**src/hdl/pfg_pkg.sv**
```systemverilog
// package: constants and types for the pwm fault guard block
package pfg_pkg;
  // ************************************************************
  // register map
  // ************************************************************
  localparam logic [7:0] PFG_TC1A_ADDR = 8'h30;
  localparam logic [7:0] PFG_TC1D_ADDR = 8'h31;
  localparam logic [7:0] PFG_HIGH_ADDR = 8'h32;
  localparam logic [7:0] PFG_CNT_ADDR = 8'h33;
  localparam logic [7:0] PFG_CMPA_ADDR = 8'h34;
  localparam logic [7:0] PFG_CMPB_ADDR = 8'h35;
  localparam logic [7:0] PFG_CMPC_ADDR = 8'h36;
  localparam logic [7:0] PFG_CMPD_ADDR = 8'h37;
  localparam logic [7:0] PFG_FLAG_ADDR = 8'h38;
  localparam logic [7:0] PFG_TC1A_RST = 8'h00;
  localparam logic [7:0] PFG_TC1D_RST = 8'h00;
  // control a fields
  localparam int PFG_COMA_HI = 7;
  localparam int PFG_COMA_LO = 6;
  localparam int PFG_COMB_HI = 5;
  localparam int PFG_COMB_LO = 4;
  localparam int PFG_FOCA = 3;
  localparam int PFG_FOCB = 2;
  localparam int PFG_PWMA = 1;
  localparam int PFG_PWMB = 0;
  // control d fields
  localparam int PFG_ARM = 7;
  localparam int PFG_IRQ_EN = 6;
  localparam int PFG_SRC_SEL = 5;
  localparam int PFG_FILT_EN = 4;
  localparam int PFG_EDGE = 3;
  // flag register field
  localparam int PFG_FLAG_BIT = 0;
  // filter length in samples
  localparam int PFG_FILT_LEN = 4;
  localparam int PFG_VAL_W = 10;
  localparam int PFG_NUM_VAL = 5;
  // ************************************************************
  // host states
  // ************************************************************
  typedef enum logic [2:0] {
    PFG_H_IDLE = 3'b000,
    PFG_H_WHI = 3'b001,
    PFG_H_WLO = 3'b010,
    PFG_H_RLO = 3'b011,
    PFG_H_RHI = 3'b100,
    PFG_H_DONE = 3'b101
  } pfg_host_e;
endpackage

```
**src/hdl/pfg_bus_if.sv**
```systemverilog
// interface: cpu data bus and fault pins between host and device
`timescale 1ns/1ps
interface pfg_bus_if;
  logic [7:0] addr;
  logic [7:0] wdata;
  logic wr;
  logic rd;
  logic [7:0] rdata;
  logic irq;
  logic event_pin;
  modport dev (
    input addr, wdata, wr, rd, event_pin,
    output rdata, irq
  );
  modport host (
    output addr, wdata, wr, rd, event_pin,
    input rdata, irq
  );
endinterface

```
**src/hdl/pfg_device.sv**
```systemverilog
// device end: fault guard, control registers and wide access latch
`timescale 1ns/1ps
module pfg_device (
  input wire logic clk_sys_i,
  input wire logic rst_i,
  pfg_bus_if.dev bus,
  input wire logic comparator_result_i,
  input wire logic [1:0] wave_i,
  input wire logic [1:0] port_b_output_i,
  output logic [1:0] pwm_pin_o,
  output logic [1:0] force_compare_o,
  output logic [1:0] pwm_enable_o,
  output logic [pfg_pkg::PFG_VAL_W-1:0] count_value_o
);
  import pfg_pkg::*;

  // ************************************************************
  // state
  // ************************************************************
  typedef struct packed {
    logic [7:0] ctl_a;
    logic [7:0] ctl_d;
    logic [1:0] high;
    logic [PFG_NUM_VAL-1:0][PFG_VAL_W-1:0] vals;
    logic flag;
    logic irq;
    logic [1:0] foc;
    logic [1:0] pins;
    logic [7:0] rdata;
    logic [1:0] sync_a;
    logic [1:0] sync_b;
    logic [PFG_FILT_LEN-2:0] hist;
    logic filt;
    logic prev;
  } pfg_dev_s;

  pfg_dev_s st_ff;
  pfg_dev_s nxt_st;

  // ************************************************************
  // helpers
  // ************************************************************
  function automatic logic [2:0] val_index(input logic [7:0] a);
    val_index = 3'(a - PFG_CNT_ADDR);
  endfunction

  function automatic logic is_val(input logic [7:0] a);
    is_val = (a >= PFG_CNT_ADDR) && (a <= PFG_CMPD_ADDR);
  endfunction

  function automatic logic pin_mux(input logic [1:0] mode,
                                   input logic wave, input logic port);
    pin_mux = (|mode) ? wave : port;
  endfunction

  function automatic logic edge_seen(input logic rising,
                                     input logic now, input logic was);
    edge_seen = rising ? (now & ~was) : (~now & was);
  endfunction

  // ************************************************************
  // combinational nets
  // ************************************************************
  logic [PFG_FILT_LEN-1:0] win;
  logic pin_s;
  logic src;
  logic fin;
  logic edge_hit;
  logic trip;
  logic [2:0] vi;

  // ************************************************************
  // next state
  // ************************************************************
  always_comb begin
    nxt_st = st_ff;
    nxt_st.foc = 2'h0;
    nxt_st.rdata = 8'h00;
    nxt_st.irq = 1'b0;
    vi = val_index(bus.addr);
    // ************************************************************
    // input synchronisers
    // ************************************************************
    // two stages, only stage two is read
    nxt_st.sync_a = {st_ff.sync_a[0], bus.event_pin};
    nxt_st.sync_b = {st_ff.sync_b[0], comparator_result_i};
    pin_s = st_ff.sync_a[1];
    src = st_ff.ctl_d[PFG_SRC_SEL] ? st_ff.sync_b[1] : pin_s;
    // ************************************************************
    // noise filter
    // ************************************************************
    // newest four samples, system clock only, adds four cycles
    win = {st_ff.hist, src};
    nxt_st.hist = win[PFG_FILT_LEN-2:0];
    if (&win) begin
      nxt_st.filt = 1'b1;
    end else if (~|win) begin
      nxt_st.filt = 1'b0;
    end
    fin = st_ff.ctl_d[PFG_FILT_EN] ? st_ff.filt : src;
    // ************************************************************
    // edge detector and trip
    // ************************************************************
    nxt_st.prev = fin;
    edge_hit = edge_seen(st_ff.ctl_d[PFG_EDGE], fin, st_ff.prev);
    trip = st_ff.ctl_d[PFG_ARM] && edge_hit;
    // ************************************************************
    // register writes
    // ************************************************************
    if (bus.wr) begin
      case (bus.addr)
        PFG_TC1A_ADDR: begin
          nxt_st.ctl_a = {bus.wdata[7:4], 2'h0, bus.wdata[1:0]};
          nxt_st.foc = bus.wdata[3:2];
        end
        PFG_TC1D_ADDR: nxt_st.ctl_d = bus.wdata;
        PFG_HIGH_ADDR: nxt_st.high = bus.wdata[1:0];
        PFG_FLAG_ADDR: begin
          if (bus.wdata[PFG_FLAG_BIT]) begin
            nxt_st.flag = 1'b0;
          end
        end
        default: begin
          if (is_val(bus.addr)) begin
            nxt_st.vals[vi] = {st_ff.high, bus.wdata};
          end
        end
      endcase
    end
    // ************************************************************
    // register reads
    // ************************************************************
    if (bus.rd) begin
      case (bus.addr)
        PFG_TC1A_ADDR: nxt_st.rdata = st_ff.ctl_a;
        PFG_TC1D_ADDR: nxt_st.rdata = st_ff.ctl_d;
        PFG_HIGH_ADDR: nxt_st.rdata = {6'h00, st_ff.high};
        PFG_FLAG_ADDR: nxt_st.rdata = {7'h00, st_ff.flag};
        default: begin
          if (is_val(bus.addr)) begin
            nxt_st.rdata = st_ff.vals[vi][7:0];
            nxt_st.high = st_ff.vals[vi][9:8];
          end
        end
      endcase
    end
    // ************************************************************
    // fault shutdown
    // ************************************************************
    // set wins over a flag clear or mode write in the same cycle
    if (trip) begin
      nxt_st.ctl_a[7:4] = 4'h0;
      nxt_st.ctl_d[PFG_ARM] = 1'b0;
      nxt_st.flag = 1'b1;
      nxt_st.irq = st_ff.ctl_d[PFG_IRQ_EN];
    end
    // ************************************************************
    // pin mux on the next mode value
    // ************************************************************
    nxt_st.pins[1] = pin_mux(nxt_st.ctl_a[7:6], wave_i[1],
                             port_b_output_i[1]);
    nxt_st.pins[0] = pin_mux(nxt_st.ctl_a[5:4], wave_i[0],
                             port_b_output_i[0]);
  end

  // ************************************************************
  // state register
  // ************************************************************
  always_ff @(posedge clk_sys_i or posedge rst_i) begin
    if (rst_i) begin
      st_ff <= '0;
      st_ff.ctl_a <= PFG_TC1A_RST;
      st_ff.ctl_d <= PFG_TC1D_RST;
    end else begin
      st_ff <= nxt_st;
    end
  end

  // ************************************************************
  // outputs
  // ************************************************************
  assign bus.rdata = st_ff.rdata;
  assign bus.irq = st_ff.irq;
  assign pwm_pin_o = st_ff.pins;
  assign force_compare_o = st_ff.foc;
  assign pwm_enable_o = st_ff.ctl_a[1:0];
  assign count_value_o = st_ff.vals[0];
endmodule

```
**src/flat_wrapper.sv**
```systemverilog
// flat-port wrapper written by rule: the top's interface ports become plain ports
module pfg_device_flat import pfg_pkg::*;
  (clk_sys_i, rst_i, comparator_result_i, wave_i, port_b_output_i, pwm_pin_o, force_compare_o, pwm_enable_o, count_value_o, bus_addr, bus_wdata, bus_wr, bus_rd, bus_event_pin, bus_rdata, bus_irq);
  pfg_bus_if bus_i ();
  input wire logic clk_sys_i;
  input wire logic rst_i;
  input wire logic comparator_result_i;
  input wire logic [1:0] wave_i;
  input wire logic [1:0] port_b_output_i;
  output logic [1:0] pwm_pin_o;
  output logic [1:0] force_compare_o;
  output logic [1:0] pwm_enable_o;
  output logic [pfg_pkg::PFG_VAL_W-1:0] count_value_o;
  input wire logic [$bits(bus_i.addr)-1:0] bus_addr;
  input wire logic [$bits(bus_i.wdata)-1:0] bus_wdata;
  input wire logic [$bits(bus_i.wr)-1:0] bus_wr;
  input wire logic [$bits(bus_i.rd)-1:0] bus_rd;
  input wire logic [$bits(bus_i.event_pin)-1:0] bus_event_pin;
  output wire logic [$bits(bus_i.rdata)-1:0] bus_rdata;
  output wire logic [$bits(bus_i.irq)-1:0] bus_irq;
  assign bus_i.addr = bus_addr;
  assign bus_i.wdata = bus_wdata;
  assign bus_i.wr = bus_wr;
  assign bus_i.rd = bus_rd;
  assign bus_i.event_pin = bus_event_pin;
  assign bus_rdata = bus_i.rdata;
  assign bus_irq = bus_i.irq;
  pfg_device u_core (.clk_sys_i(clk_sys_i), .rst_i(rst_i), .bus(bus_i), .comparator_result_i(comparator_result_i), .wave_i(wave_i), .port_b_output_i(port_b_output_i), .pwm_pin_o(pwm_pin_o), .force_compare_o(force_compare_o), .pwm_enable_o(pwm_enable_o), .count_value_o(count_value_o));
endmodule
```
**config.mk**
```make
export PLATFORM = sky130hd
export DESIGN_NAME = pfg_device_flat
export DESIGN_NICKNAME = d
export VERILOG_FILES = /design/src/hdl/pfg_pkg.sv /design/src/hdl/pfg_bus_if.sv /design/src/hdl/pfg_device.sv /design/src/flat_wrapper.sv
export SDC_FILE = /design/constraint.sdc
export NUM_CORES = 1
export LEC_CHECK = 0
export BUFFER_PORTS_ARGS = -buffer_cell sky130_fd_sc_hd__buf_2
export CAP_MARGIN = 40
export CORE_UTILIZATION = 51
export DETAILED_ROUTE_END_ITERATION = 16
export PLACE_DENSITY = 0.82
export SYNTH_ARGS = -nofsm -noshare
export SYNTH_HDL_FRONTEND = slang
export SYNTH_SLANG_ARGS = --single-unit
export TNS_END_PERCENT = 50
```
**constraint.sdc**
```tcl
create_clock -name clk_sys_i -period 3.7 [get_ports clk_sys_i]
set_input_delay 0.37 -clock clk_sys_i [delete_from_list [all_inputs] [get_ports clk_sys_i]]
set_output_delay 0.37 -clock clk_sys_i [all_outputs]
set_load 0.05 [all_outputs]
```
==> results of run 1 <==
## final cells by class
cell class	count	area (µm²)	area share (%)
clock buffer	11	151	3.22
multi-input combinational	210	1810	38.5
timing repair buffer	59	317	6.73
clock inverter	5	38.8	0.825
tap	105	131	2.79
inverter	7	27.5	0.585
sequential	89	2230	47.4
## cell families after synthesis
group,count (synthesis),share of synthesized area (%)
AO/OA/AOI/OAI,53,8.45
buffers and inverters,42,6.35
multiplexers,81,21.2
XOR/XNOR,2,0.406
adder cells (fa/ha/maj),4,1.16
flip-flops,89,51.7
AND/OR/NAND/NOR,70,10.8
## per-stage QoR
stage               cells  util (%)  setup slack, ns  area, µm²
global route          486      57.2            0.675       4700
detailed placement    469      54.8            0.409       4500
floorplan             341         -            0.884       4310
finish                486      57.2            0.763       4700
CTS                   486      57.2            0.786       4700
global placement      468      54.8            0.489       4500
## critical path, cell delays in order
cell	delay, ns
buf_2	0.12
inv_1	0.11
ha_1	0.35
or4b_4	0.54
a2111o_1	0.63
nor3_4	0.65
mux2_2	0.41
## worst paths after layout
check	from	to
max in group asynchronous	rst_i	async pin
worst min register to register	u_core.nxt_st[8]	u_core.pin_s
worst max register to register	u_core.st_ff[80]	u_core.bus.irq
worst max-delay path	bus_addr[0]	flop
min in group asynchronous	rst_i	async pin
worst min-delay path	comparator_result_i	u_core.nxt_st[6]
## power by group
part	internal [mW]	switching, mW
Sequential	1.01	0.0300
Combinational	0.0767	0.132
Clock	0.284	0.348
Total	1.37	0.510
## placed cells by master, fill, tap and decap left out, types with 4 or more instances in the layout
cell,instances
and3_1,4
nand2b_1,8
dfrtp_1,89
nand3_1,7
inv_1,5
mux2i_1,8
a22oi_1,5
nor2_1,9
nor3_4,4
buf_2,50
nand4_1,5
a21oi_1,4
a31oi_1,15
ha_1,4
clkbuf_8,11
o22ai_1,5
mux2_2,72
o21ai_0,8
buf_4,7
nand2_1,13
## layer usage
metal / GRT usage (%) / vias to the layer above / routed length (µm)
met3: 4.77 / 18 / 483
li1: - / 1315 / -
met5: 0 / - / 0
met4: 10.0 / 0 / 192
met1: 30.5 / 1429 / 4010
met2: 35.0 / 97 / 4290
==> flow_summary.json, run 1 <==
{
  "die_y_um": 93.9,
  "max-slew-margin-rel_pct": 43.8,
  "ys_seq_area_share_pct": 51.7,
  "finalCritPeriodShare_pct": 79.4,
  "worstPathMaxFanout": 10,
  "cts_setup_buffers": 0,
  "avgViaCountPerCell": 5.88,
  "cts_root_buf": "clkbuf_8",
  "synth.area.top_cells": "dfrtp_1 (52%), mux2_2 (19%), buf_4 (4.4%), a31oi_1 (2.2%), mux2i_1 (1.9%)",
  "nets": 406,
  "start_util_pct": 52.5,
  "synth_top_area_share_pct": 51.7,
  "fillers": 684,
  "worst_ep_arrival_time_ns": 3.18,
  "postSynth.asyncResetShare_pct": 100,
  "grt-ovfl-total": 0,
  "grt_pass1_vias": 2873,
  "ioPinCount": 51,
  "cp-end-kind": "flop",
  "yosysTopAreaCell": "dfrtp_1",
  "synth_cell_types": 51,
  "start_kind": "input pin",
  "reg2reg_depth": 4,
  "dr_total_vias": 2859,
  "cts_hold_buf": 1,
  "tns_ns": 0,
  "syn_nets": 371,
  "finalHoldViolCount": 0,
  "final-setup-viol-count": 0,
  "io_buffers": 50,
  "critPathKind": "input pin to flop",
  "hold_depth": 1,
  "drive_above_1_share_pct": 40.9,
  "rsz0062_at_grt": "no",
  "synth.avg_cell_area_um2": 12.6,
  "power_mw": 1.88,
  "cts_resized": 0,
  "leakage_nw": 2.31,
  "ff2ff_setup_slack_ns": 2.08,
  "finalCriticalPeriod_ns": 2.94,
  "place_hpwl_um": 6370,
  "antenna_found_initial": 0,
  "clk-insertion-delay-late_ns": 0.36,
  "die_x_um": 93.9,
  "route.detailed.drc": 0,
  "firstDrtPassIters": 4,
  "synth_seq_cells": 89,
  "areaGrowthSynthToFinish_pct": 9.08,
  "n_antenna_cell": 0,
  "numCtsBuffers": 9,
  "gp_congestion": 0.861,
  "core_mm2": 0.00822,
  "h-tree-depth": 3,
  "synth_warnings": 0,
  "drt_wl_total_um": 8980,
  "die_area_mm2": 0.00883,
  "finClkSkew_ns": 0.0116,
  "hp-class": "input pin to flop",
  "rows": 33,
  "drtIter0Drc": 131,
  "ant_nets": 0,
  "synth_edf_count": 0,
  "wl_per_cell_um": 18.5,
  "clockBufferDepth": 2,
  "max_freq_mhz": 340,
  "grt_max_degree": 39,
  "irDropWorstVdd_mv": 0.172,
  "outcome": "finished, final reports clean",
  "slew_violations": 0,
  "cellPowerDensity_mw_per_mm2": 400,
  "grt_pass1_wl_um": 14800,
  "synth_flop_cell": "dfrtp_1",
  "drv_cap": 0,
  "yosysMostFrequentCell": "dfrtp_1",
  "required_ns": 3.94,
  "finalHoldWorstSlack_ns": 0.111,
  "syn-cell-area_mm2": 0.00431,
  "tightest_slew_ns": 0.841,
  "synth_common_cells": "dfrtp_1 (89), mux2_2 (72), buf_4 (25)",
  "grtUsageTotal_pct": 22.6,
  "cts_tree": "built",
  "clkTransAtPathRegs_ns": 0.09,
  "numClockSinks": 89,
  "synth_cells": 341
}
(Power assumes the default switching activity.)
==> run 2, diff against run 1 <==
--- a/config.mk
+++ b/config.mk
@@ -5,11 +5,12 @@
 export SDC_FILE = /design/constraint.sdc
 export NUM_CORES = 1
 export LEC_CHECK = 0
+export ABC_AREA = 1
 export BUFFER_PORTS_ARGS = -buffer_cell sky130_fd_sc_hd__buf_2
 export CAP_MARGIN = 40
 export CORE_UTILIZATION = 51
 export DETAILED_ROUTE_END_ITERATION = 16
-export PLACE_DENSITY = 0.82
+export PLACE_DENSITY = 0.85
 export SYNTH_ARGS = -nofsm -noshare
 export SYNTH_HDL_FRONTEND = slang
 export SYNTH_SLANG_ARGS = --single-unit
==> constraint.sdc (replaced) <==
create_clock -name clk_sys_i -period 2.5 [get_ports clk_sys_i]
set_input_delay 0.25 -clock clk_sys_i [delete_from_list [all_inputs] [get_ports clk_sys_i]]
set_output_delay 0.25 -clock clk_sys_i [all_outputs]
set_load 0.05 [all_outputs]
==> run 2 against run 1 <==
Against the previous run: sequential power up 50%; highest routed layer unchanged; synthesized cell count up 70%; critical path depth up 2; setup slack worse by 0.13 ns; cell count up 48%.
==> flow_summary.json, run 2 <==
{
  "synth.avg_cell_area_um2": 8.00,
  "grt_pass1_wl_um": 18700,
  "finClkSkew_ns": 0.0105,
  "clkTransAtPathRegs_ns": 0.09,
  "numCtsBuffers": 9,
  "start_util_pct": 53.1,
  "synthMuxAreaShare_pct": 0,
  "synth_adder_area_share_pct": 1.08,
  "synth_compound_area_share_pct": 5.92,
  "layout_commonest_cell": "nand2_1",
  "synth_common_cells": "nand2_1 (206), dfrtp_1 (89), nand4_1 (55)",
  "power_mw": 3.00,
  "required_ns": 2.77,
  "max_freq_mhz": 535,
  "worstPathMaxFanout": 12,
  "tns_ns": 0,
  "start_kind": "input pin",
  "h-tree-depth": 3,
  "cts_root_buf": "clkbuf_8",
  "cts_tree": "built",
  "max-slew-margin-rel_pct": 58.4,
  "critPathKind": "input pin to flop",
  "finalInstanceArea_mm2": 0.00503,
  "clkPwrFrac_pct": 34.3,
  "cellPowerDensity_mw_per_mm2": 597,
  "ff2ff_setup_slack_ns": 1.02,
  "grtUsageTotal_pct": 24.9,
  "avgViaCountPerCell": 5.68,
  "synth_flop_cell": "dfrtp_1",
  "core_mm2": 0.00876,
  "synth_cell_types": 30,
  "tightest_slew_ns": 0.623,
  "synth_top_family_by_area": "simple AND/OR/NAND/NOR gates",
  "die_y_um": 97.5,
  "reg2reg_depth": 8,
  "multiInputGateArea_mm2": 0.00194,
  "switching_share_pct": 30.4,
  "dr_total_vias": 4078,
  "grt_max_degree": 49,
  "fin_util_pct": 57.4,
  "syn-cell-area_mm2": 0.00465,
  "yosysMostFrequentCell": "nand2_1",
  "drtIter0Drc": 442,
  "synth_seq_cells": 89,
  "drive_above_1_share_pct": 17.9,
  "internal-power_mw": 2.09,
  "ioPinCount": 51,
  "rows": 34,
  "synthXorXnorAreaFrac_pct": 0,
  "mostFrequentLayoutCells": "nand2_1 (206), dfrtp_1 (89), nand4_1 (55)",
  "numClockSinks": 89,
  "antenna_found_initial": 0,
  "synth_top_area_share_pct": 47.9,
  "ys_seq_area_share_pct": 47.9,
  "finalCriticalPeriod_ns": 1.87,
  "cts_setup_buffers": 0,
  "worst_ep_arrival_time_ns": 2.14,
  "io_buffers": 50,
  "fillers": 752,
  "synth_cells": 581,
  "seqPwrFrac_pct": 51.9,
  "place_area_mm2": 0.00481,
  "irDropWorstVdd_mv": 0.267,
  "route.detailed.drc": 0,
  "grt-ovfl-total": 0,
  "crit_buf_inv": 3,
  "synth_simple_gate_area_share_pct": 34.7,
  "drv_cap": 0,
  "path_cells": "buf_2 > inv_1 > ha_1 > nor2_4 > inv_2 > nor2_2 > nand3_4 > nand2_1 > nand2_1",
  "p_sw_uw": 913,
  "finalHoldViolCount": 0,
  "wl_per_cell_um": 15.6,
  "postSynth.asyncResetShare_pct": 100,
  "max_stage_delay_ns": 0.49,
  "cts_resized": 0,
  "critPathSlowestCell": "ha_1",
  "clk-insertion-delay-late_ns": 0.37,
  "grt_pass1_vias": 3717,
  "rr_startpoint": "u_core.st_ff[80]",
  "firstDrtPassIters": 6,
  "areaGrowthSynthToFinish_pct": 8.18,
  "hp-class": "input pin to async pin",
  "n_antenna_cell": 0,
  "nets": 635,
  "ant_nets": 0,
  "crit_family": "simple AND/OR/NAND/NOR gates",
  "slew_violations": 0,
  "cp-end-kind": "flop",
  "final-setup-viol-count": 0,
  "die_area_mm2": 0.00950,
  "leakage_nw": 2.74,
  "gp_congestion": 1.02,
  "synth.area.top_cells": "dfrtp_1 (48%), nand2_1 (17%), nand4_1 (7.4%), buf_4 (3.9%), nor2_1 (3.3%)",
  "drt_wl_total_um": 11200,
  "seqCellArea_mm2": 0.00223,
  "timing.rr.end": "u_core.pwm_pin_o[0]",
  "outcome": "finished, final reports clean",
  "path_common_cell": "nand2_1",
  "yosysTopAreaCell": "dfrtp_1",
  "synth_edf_count": 0,
  "synth_warnings": 0,
  "clockBufferDepth": 2,
  "die_x_um": 97.5,
  "finalCritPeriodShare_pct": 74.7,
  "comb_power_share_pct": 13.8,
  "place_hpwl_um": 7680,
  "rsz0062_at_grt": "no",
  "syn_nets": 611
}
run 2: how the worst max path moves through the flow:
| stage | slack, ns | end | startpoint | cells past startpoint |
|---|---|---|---|---|
| final | 0.63 | flop | bus_addr[1] | 9 |
| after global routing | 0.52 | flop | bus_addr[1] | 9 |
| after CTS | 0.69 | flop | bus_addr[1] | 9 |
| after detailed placement | 0.31 | flop | bus_addr[1] | 9 |
| after global placement | 0.41 | flop | bus_addr[1] | 9 |
| after floorplan | 0.64 | flop | bus_addr[0] | 8 |
run 2: power groups by stage:
| stage | combinational (mW) | clock, mW | sequential (mW) |
|---|---|---|---|
| 2_1_floorplan | 0.302 | 0 | 1.57 |
| 3_3_place_gp | 0.395 | 0 | 1.58 |
| 3_5_place_dp | 0.406 | 0 | 1.59 |
| 4_1_cts | 0.411 | 1.03 | 1.56 |
| 5_1_grt | 0.460 | 1.08 | 1.57 |
| 6_report | 0.415 | 1.03 | 1.56 |
run 2: cell type report:
class / count / area share [%]
clock buffer: 9 / 2.46
clock inverter: 7 / 1.57
inverter: 40 / 3.06
multi-input combinational: 401 / 38.5
sequential: 89 / 44.3
tap: 108 / 2.69
timing repair buffer: 64 / 7.41
run 2: per-stage QoR:
step                      hold slack, ns  setup slack, ns  instances
final                             0.0184            0.632        718
after global placement             0.336            0.411        700
after floorplan                    0.281            0.640        581
after CTS                         0.0447            0.693        718
after detailed placement           0.335            0.305        700
after global routing              0.0798            0.524        718
run 2: logic make-up after synthesis:
kind of cell / count (synthesis)
simple gates: 344
buf+inv: 91
flops: 89
compound gates: 53
fa+ha+maj: 4
run 2: per-layer routing:
| layer | vias to the layer above | track usage [%] | part of all wire (%) |
|---|---|---|---|
| li1 | 1921 | - | - |
| met1 | 1899 | 35.8 | 43 |
| met2 | 233 | 37.4 | 46 |
| met3 | 25 | 5.32 | 9.2 |
| met4 | 0 | 8.60 | 2.5 |
| met5 | - | 0 | 0 |
run 2: worst reg2reg max path, cell delays in order (launching register included):
cell	delay [ns]
dfrtp_1	0.40
inv_1	0.13
nand2_1	0.09
nand3_1	0.08
nand3_1	0.08
nand3_1	0.26
nand2_1	0.16
nand3_1	0.11
nand2_1	0.06
run 2: timing repair:
item,4_1_cts,5_1_grt
endpoints found under the hold margin,2,0
endpoints found under the setup margin,0,0
hold buffers,2,0
==> run 3, diff against run 2 <==
--- a/config.mk
+++ b/config.mk
@@ -5,12 +5,12 @@
 export SDC_FILE = /design/constraint.sdc
 export NUM_CORES = 1
 export LEC_CHECK = 0
-export ABC_AREA = 1
+export ABC_AREA = 0
 export BUFFER_PORTS_ARGS = -buffer_cell sky130_fd_sc_hd__buf_2
 export CAP_MARGIN = 40
 export CORE_UTILIZATION = 51
 export DETAILED_ROUTE_END_ITERATION = 16
-export PLACE_DENSITY = 0.85
+export PLACE_DENSITY = 0.82
 export SYNTH_ARGS = -nofsm -noshare
 export SYNTH_HDL_FRONTEND = slang
 export SYNTH_SLANG_ARGS = --single-unit
==> constraint.sdc (replaced) <==
create_clock -name clk_sys_i -period 1.9 [get_ports clk_sys_i]
set_input_delay 0.19 -clock clk_sys_i [delete_from_list [all_inputs] [get_ports clk_sys_i]]
set_output_delay 0.19 -clock clk_sys_i [all_outputs]
set_load 0.05 [all_outputs]
==> run 3 against run 2 <==
Against the previous run: the run now ends with negative setup slack left; critical path depth increased by 1; sequential power increased by 30%; count of clock-buffer cells in the layout increased by 2; clock skew decreased by 0.0032 ns; largest cell class unchanged; largest power group unchanged.
==> flow_summary.json, run 3 (synthesis results as in run 1) <==
{
  "fin_util_pct": 65.5,
  "tightest_slew_ns": 0.535,
  "gp_congestion": 0.861,
  "place_hpwl_um": 6920,
  "grt_max_degree": 90,
  "fillers": 597,
  "dr_total_vias": 3147,
  "irDropWorstVdd_mv": 0.374,
  "grt_pass1_wl_um": 16500,
  "required_ns": 2.15,
  "max-slew-margin-rel_pct": 64.3,
  "finalCriticalPeriod_ns": 2.08,
  "final_cells": 530,
  "placed_cells": 508,
  "die_x_um": 93.9,
  "slew_violations": 0,
  "leakage_nw": 2.61,
  "rows": 33,
  "drv_cap": 0,
  "h-tree-depth": 3,
  "cts_tree": "built",
  "ant_nets": 0,
  "grt_pass1_vias": 3154,
  "io_buffers": 50,
  "clk-insertion-delay-late_ns": 0.36,
  "finalCritPeriodShare_pct": 109,
  "cellPowerDensity_mw_per_mm2": 731,
  "start_util_pct": 52.5,
  "nets": 450,
  "hold_start": "port_b_output_i[0]",
  "clockBufferDepth": 2,
  "finalHoldViolCount": 0,
  "critPathSlowestCell": "or4b_4",
  "wl_per_cell_um": 19.6,
  "numCtsBuffers": 9,
  "worst_ep_arrival_time_ns": 2.33,
  "final-setup-viol-count": 50,
  "drive_above_1_share_pct": 48.5,
  "numClockSinks": 89,
  "critPathKind": "input pin to flop",
  "drt_wl_total_um": 10400,
  "path_common_cell": "buf_4",
  "ioPinCount": 51,
  "areaGrowthSynthToFinish_pct": 24.9,
  "start_kind": "input pin",
  "hp-class": "input pin to flop",
  "die_area_mm2": 0.00883,
  "pre_cts_ws_ns": -0.742,
  "violations": "negative setup slack",
  "firstDrtPassIters": 6,
  "outcome": "complete, but fails checks",
  "grtUsageTotal_pct": 25.3,
  "rsz0062_at_grt": "yes",
  "worstPathMaxFanout": 5,
  "die_y_um": 93.9,
  "avgViaCountPerCell": 5.94,
  "finClkSkew_ns": 0.00734,
  "clkTransAtPathRegs_ns": 0.09,
  "cp-end-kind": "flop",
  "worst_slack_ns": -0.179,
  "layout_commonest_cell": "dfrtp_1",
  "max_freq_mhz": 481,
  "cts_root_buf": "clkbuf_8",
  "route.detailed.drc": 0,
  "max_stage_delay_ns": 0.53,
  "cp-startpoint": "bus_addr[0]",
  "grt-ovfl-total": 0,
  "drtIter0Drc": 229,
  "path_cells": "buf_12 > inv_8 > ha_4 > or4b_4 > a2111o_1 > buf_6 > buf_4 > nor3_4 > buf_4 > mux2_2",
  "mostFrequentLayoutCells": "dfrtp_1 (89), buf_2 (48), mux2_4 (45)",
  "rr_startpoint": "u_core.st_ff[80]",
  "antenna_found_initial": 0,
  "n_antenna_cell": 0,
  "core_mm2": 0.00822
}
[run 3: worst paths after layout]
path / end / slack (ns) / depth (start not counted)
max: flop / -0.18 / 10
min: u_core.pwm_pin_o[0] / 0.05 / 2
max reg2reg: u_core.pwm_pin_o[1] / 0.19 / 4
min reg2reg: u_core.st_ff[6] / 0.35 / 0
max in group asynchronous: u_core.st_ff[75] / 1.03 / 4
min in group asynchronous: u_core.pwm_pin_o[0] / 0.47 / 4
[run 3: power breakdown]
part	leakage [nW]	internal, mW	total [mW]	switching [mW]
registers	1.21	1.97	2.03	0.0618
logic	1.29	0.224	0.518	0.294
clock network	0.102	0.687	1.39	0.702
total	2.61	2.88	3.94	1.06
[run 3: layout make-up]
cell class / count / area (µm²) / share of cell area (%)
Tap cell: 105 / 131 / 2.44
Timing Repair Buffer: 103 / 734 / 13.6
Multi-Input combinational cell: 210 / 2040 / 37.8
Clock buffer: 11 / 151 / 2.81
Sequential cell: 89 / 2230 / 41.4
Clock inverter: 5 / 62.6 / 1.16
Inverter: 7 / 40.0 / 0.744
[run 3: metrics by stage]
stage	power, mW	hold slack, ns	setup TNS, ns	area, µm²
6_report	3.94	0.0546	-5.24	5380
5_1_grt	4.09	0.0499	-6.87	5380
4_1_cts	3.95	0.0438	-3.77	5360
3_5_place_dp	2.55	0.302	-38.00	4950
3_3_place_gp	2.53	0.300	-34.65	4950
2_1_floorplan	2.36	0.221	-38.10	4450
[run 3: repair_timing]
action,in CTS,in global routing
endpoints found under the hold margin,91,0
gates resized for setup,38,2
setup endpoints to repair,58,53
pin swaps,7,1
hold buffers,3,0
setup buffers,2,1
[run 3: per-layer routing]
layer,wire length (µm),up-vias,GRT usage (%)
met5,0,-,0
met4,212,0,10.8
met3,491,22,3.96
met2,5250,122,42.5
met1,4440,1608,32.6
li1,-,1395,-
[run 3: worst max-delay path: cells and delay by family]
| family | cells | cell delay [ns] |
|---|---|---|
| compound gates | 1 | 0.39 |
| fa+ha+maj | 1 | 0.14 |
| buf+inv | 5 | 0.59 |
| mux | 1 | 0.34 |
| simple gates | 2 | 0.66 |
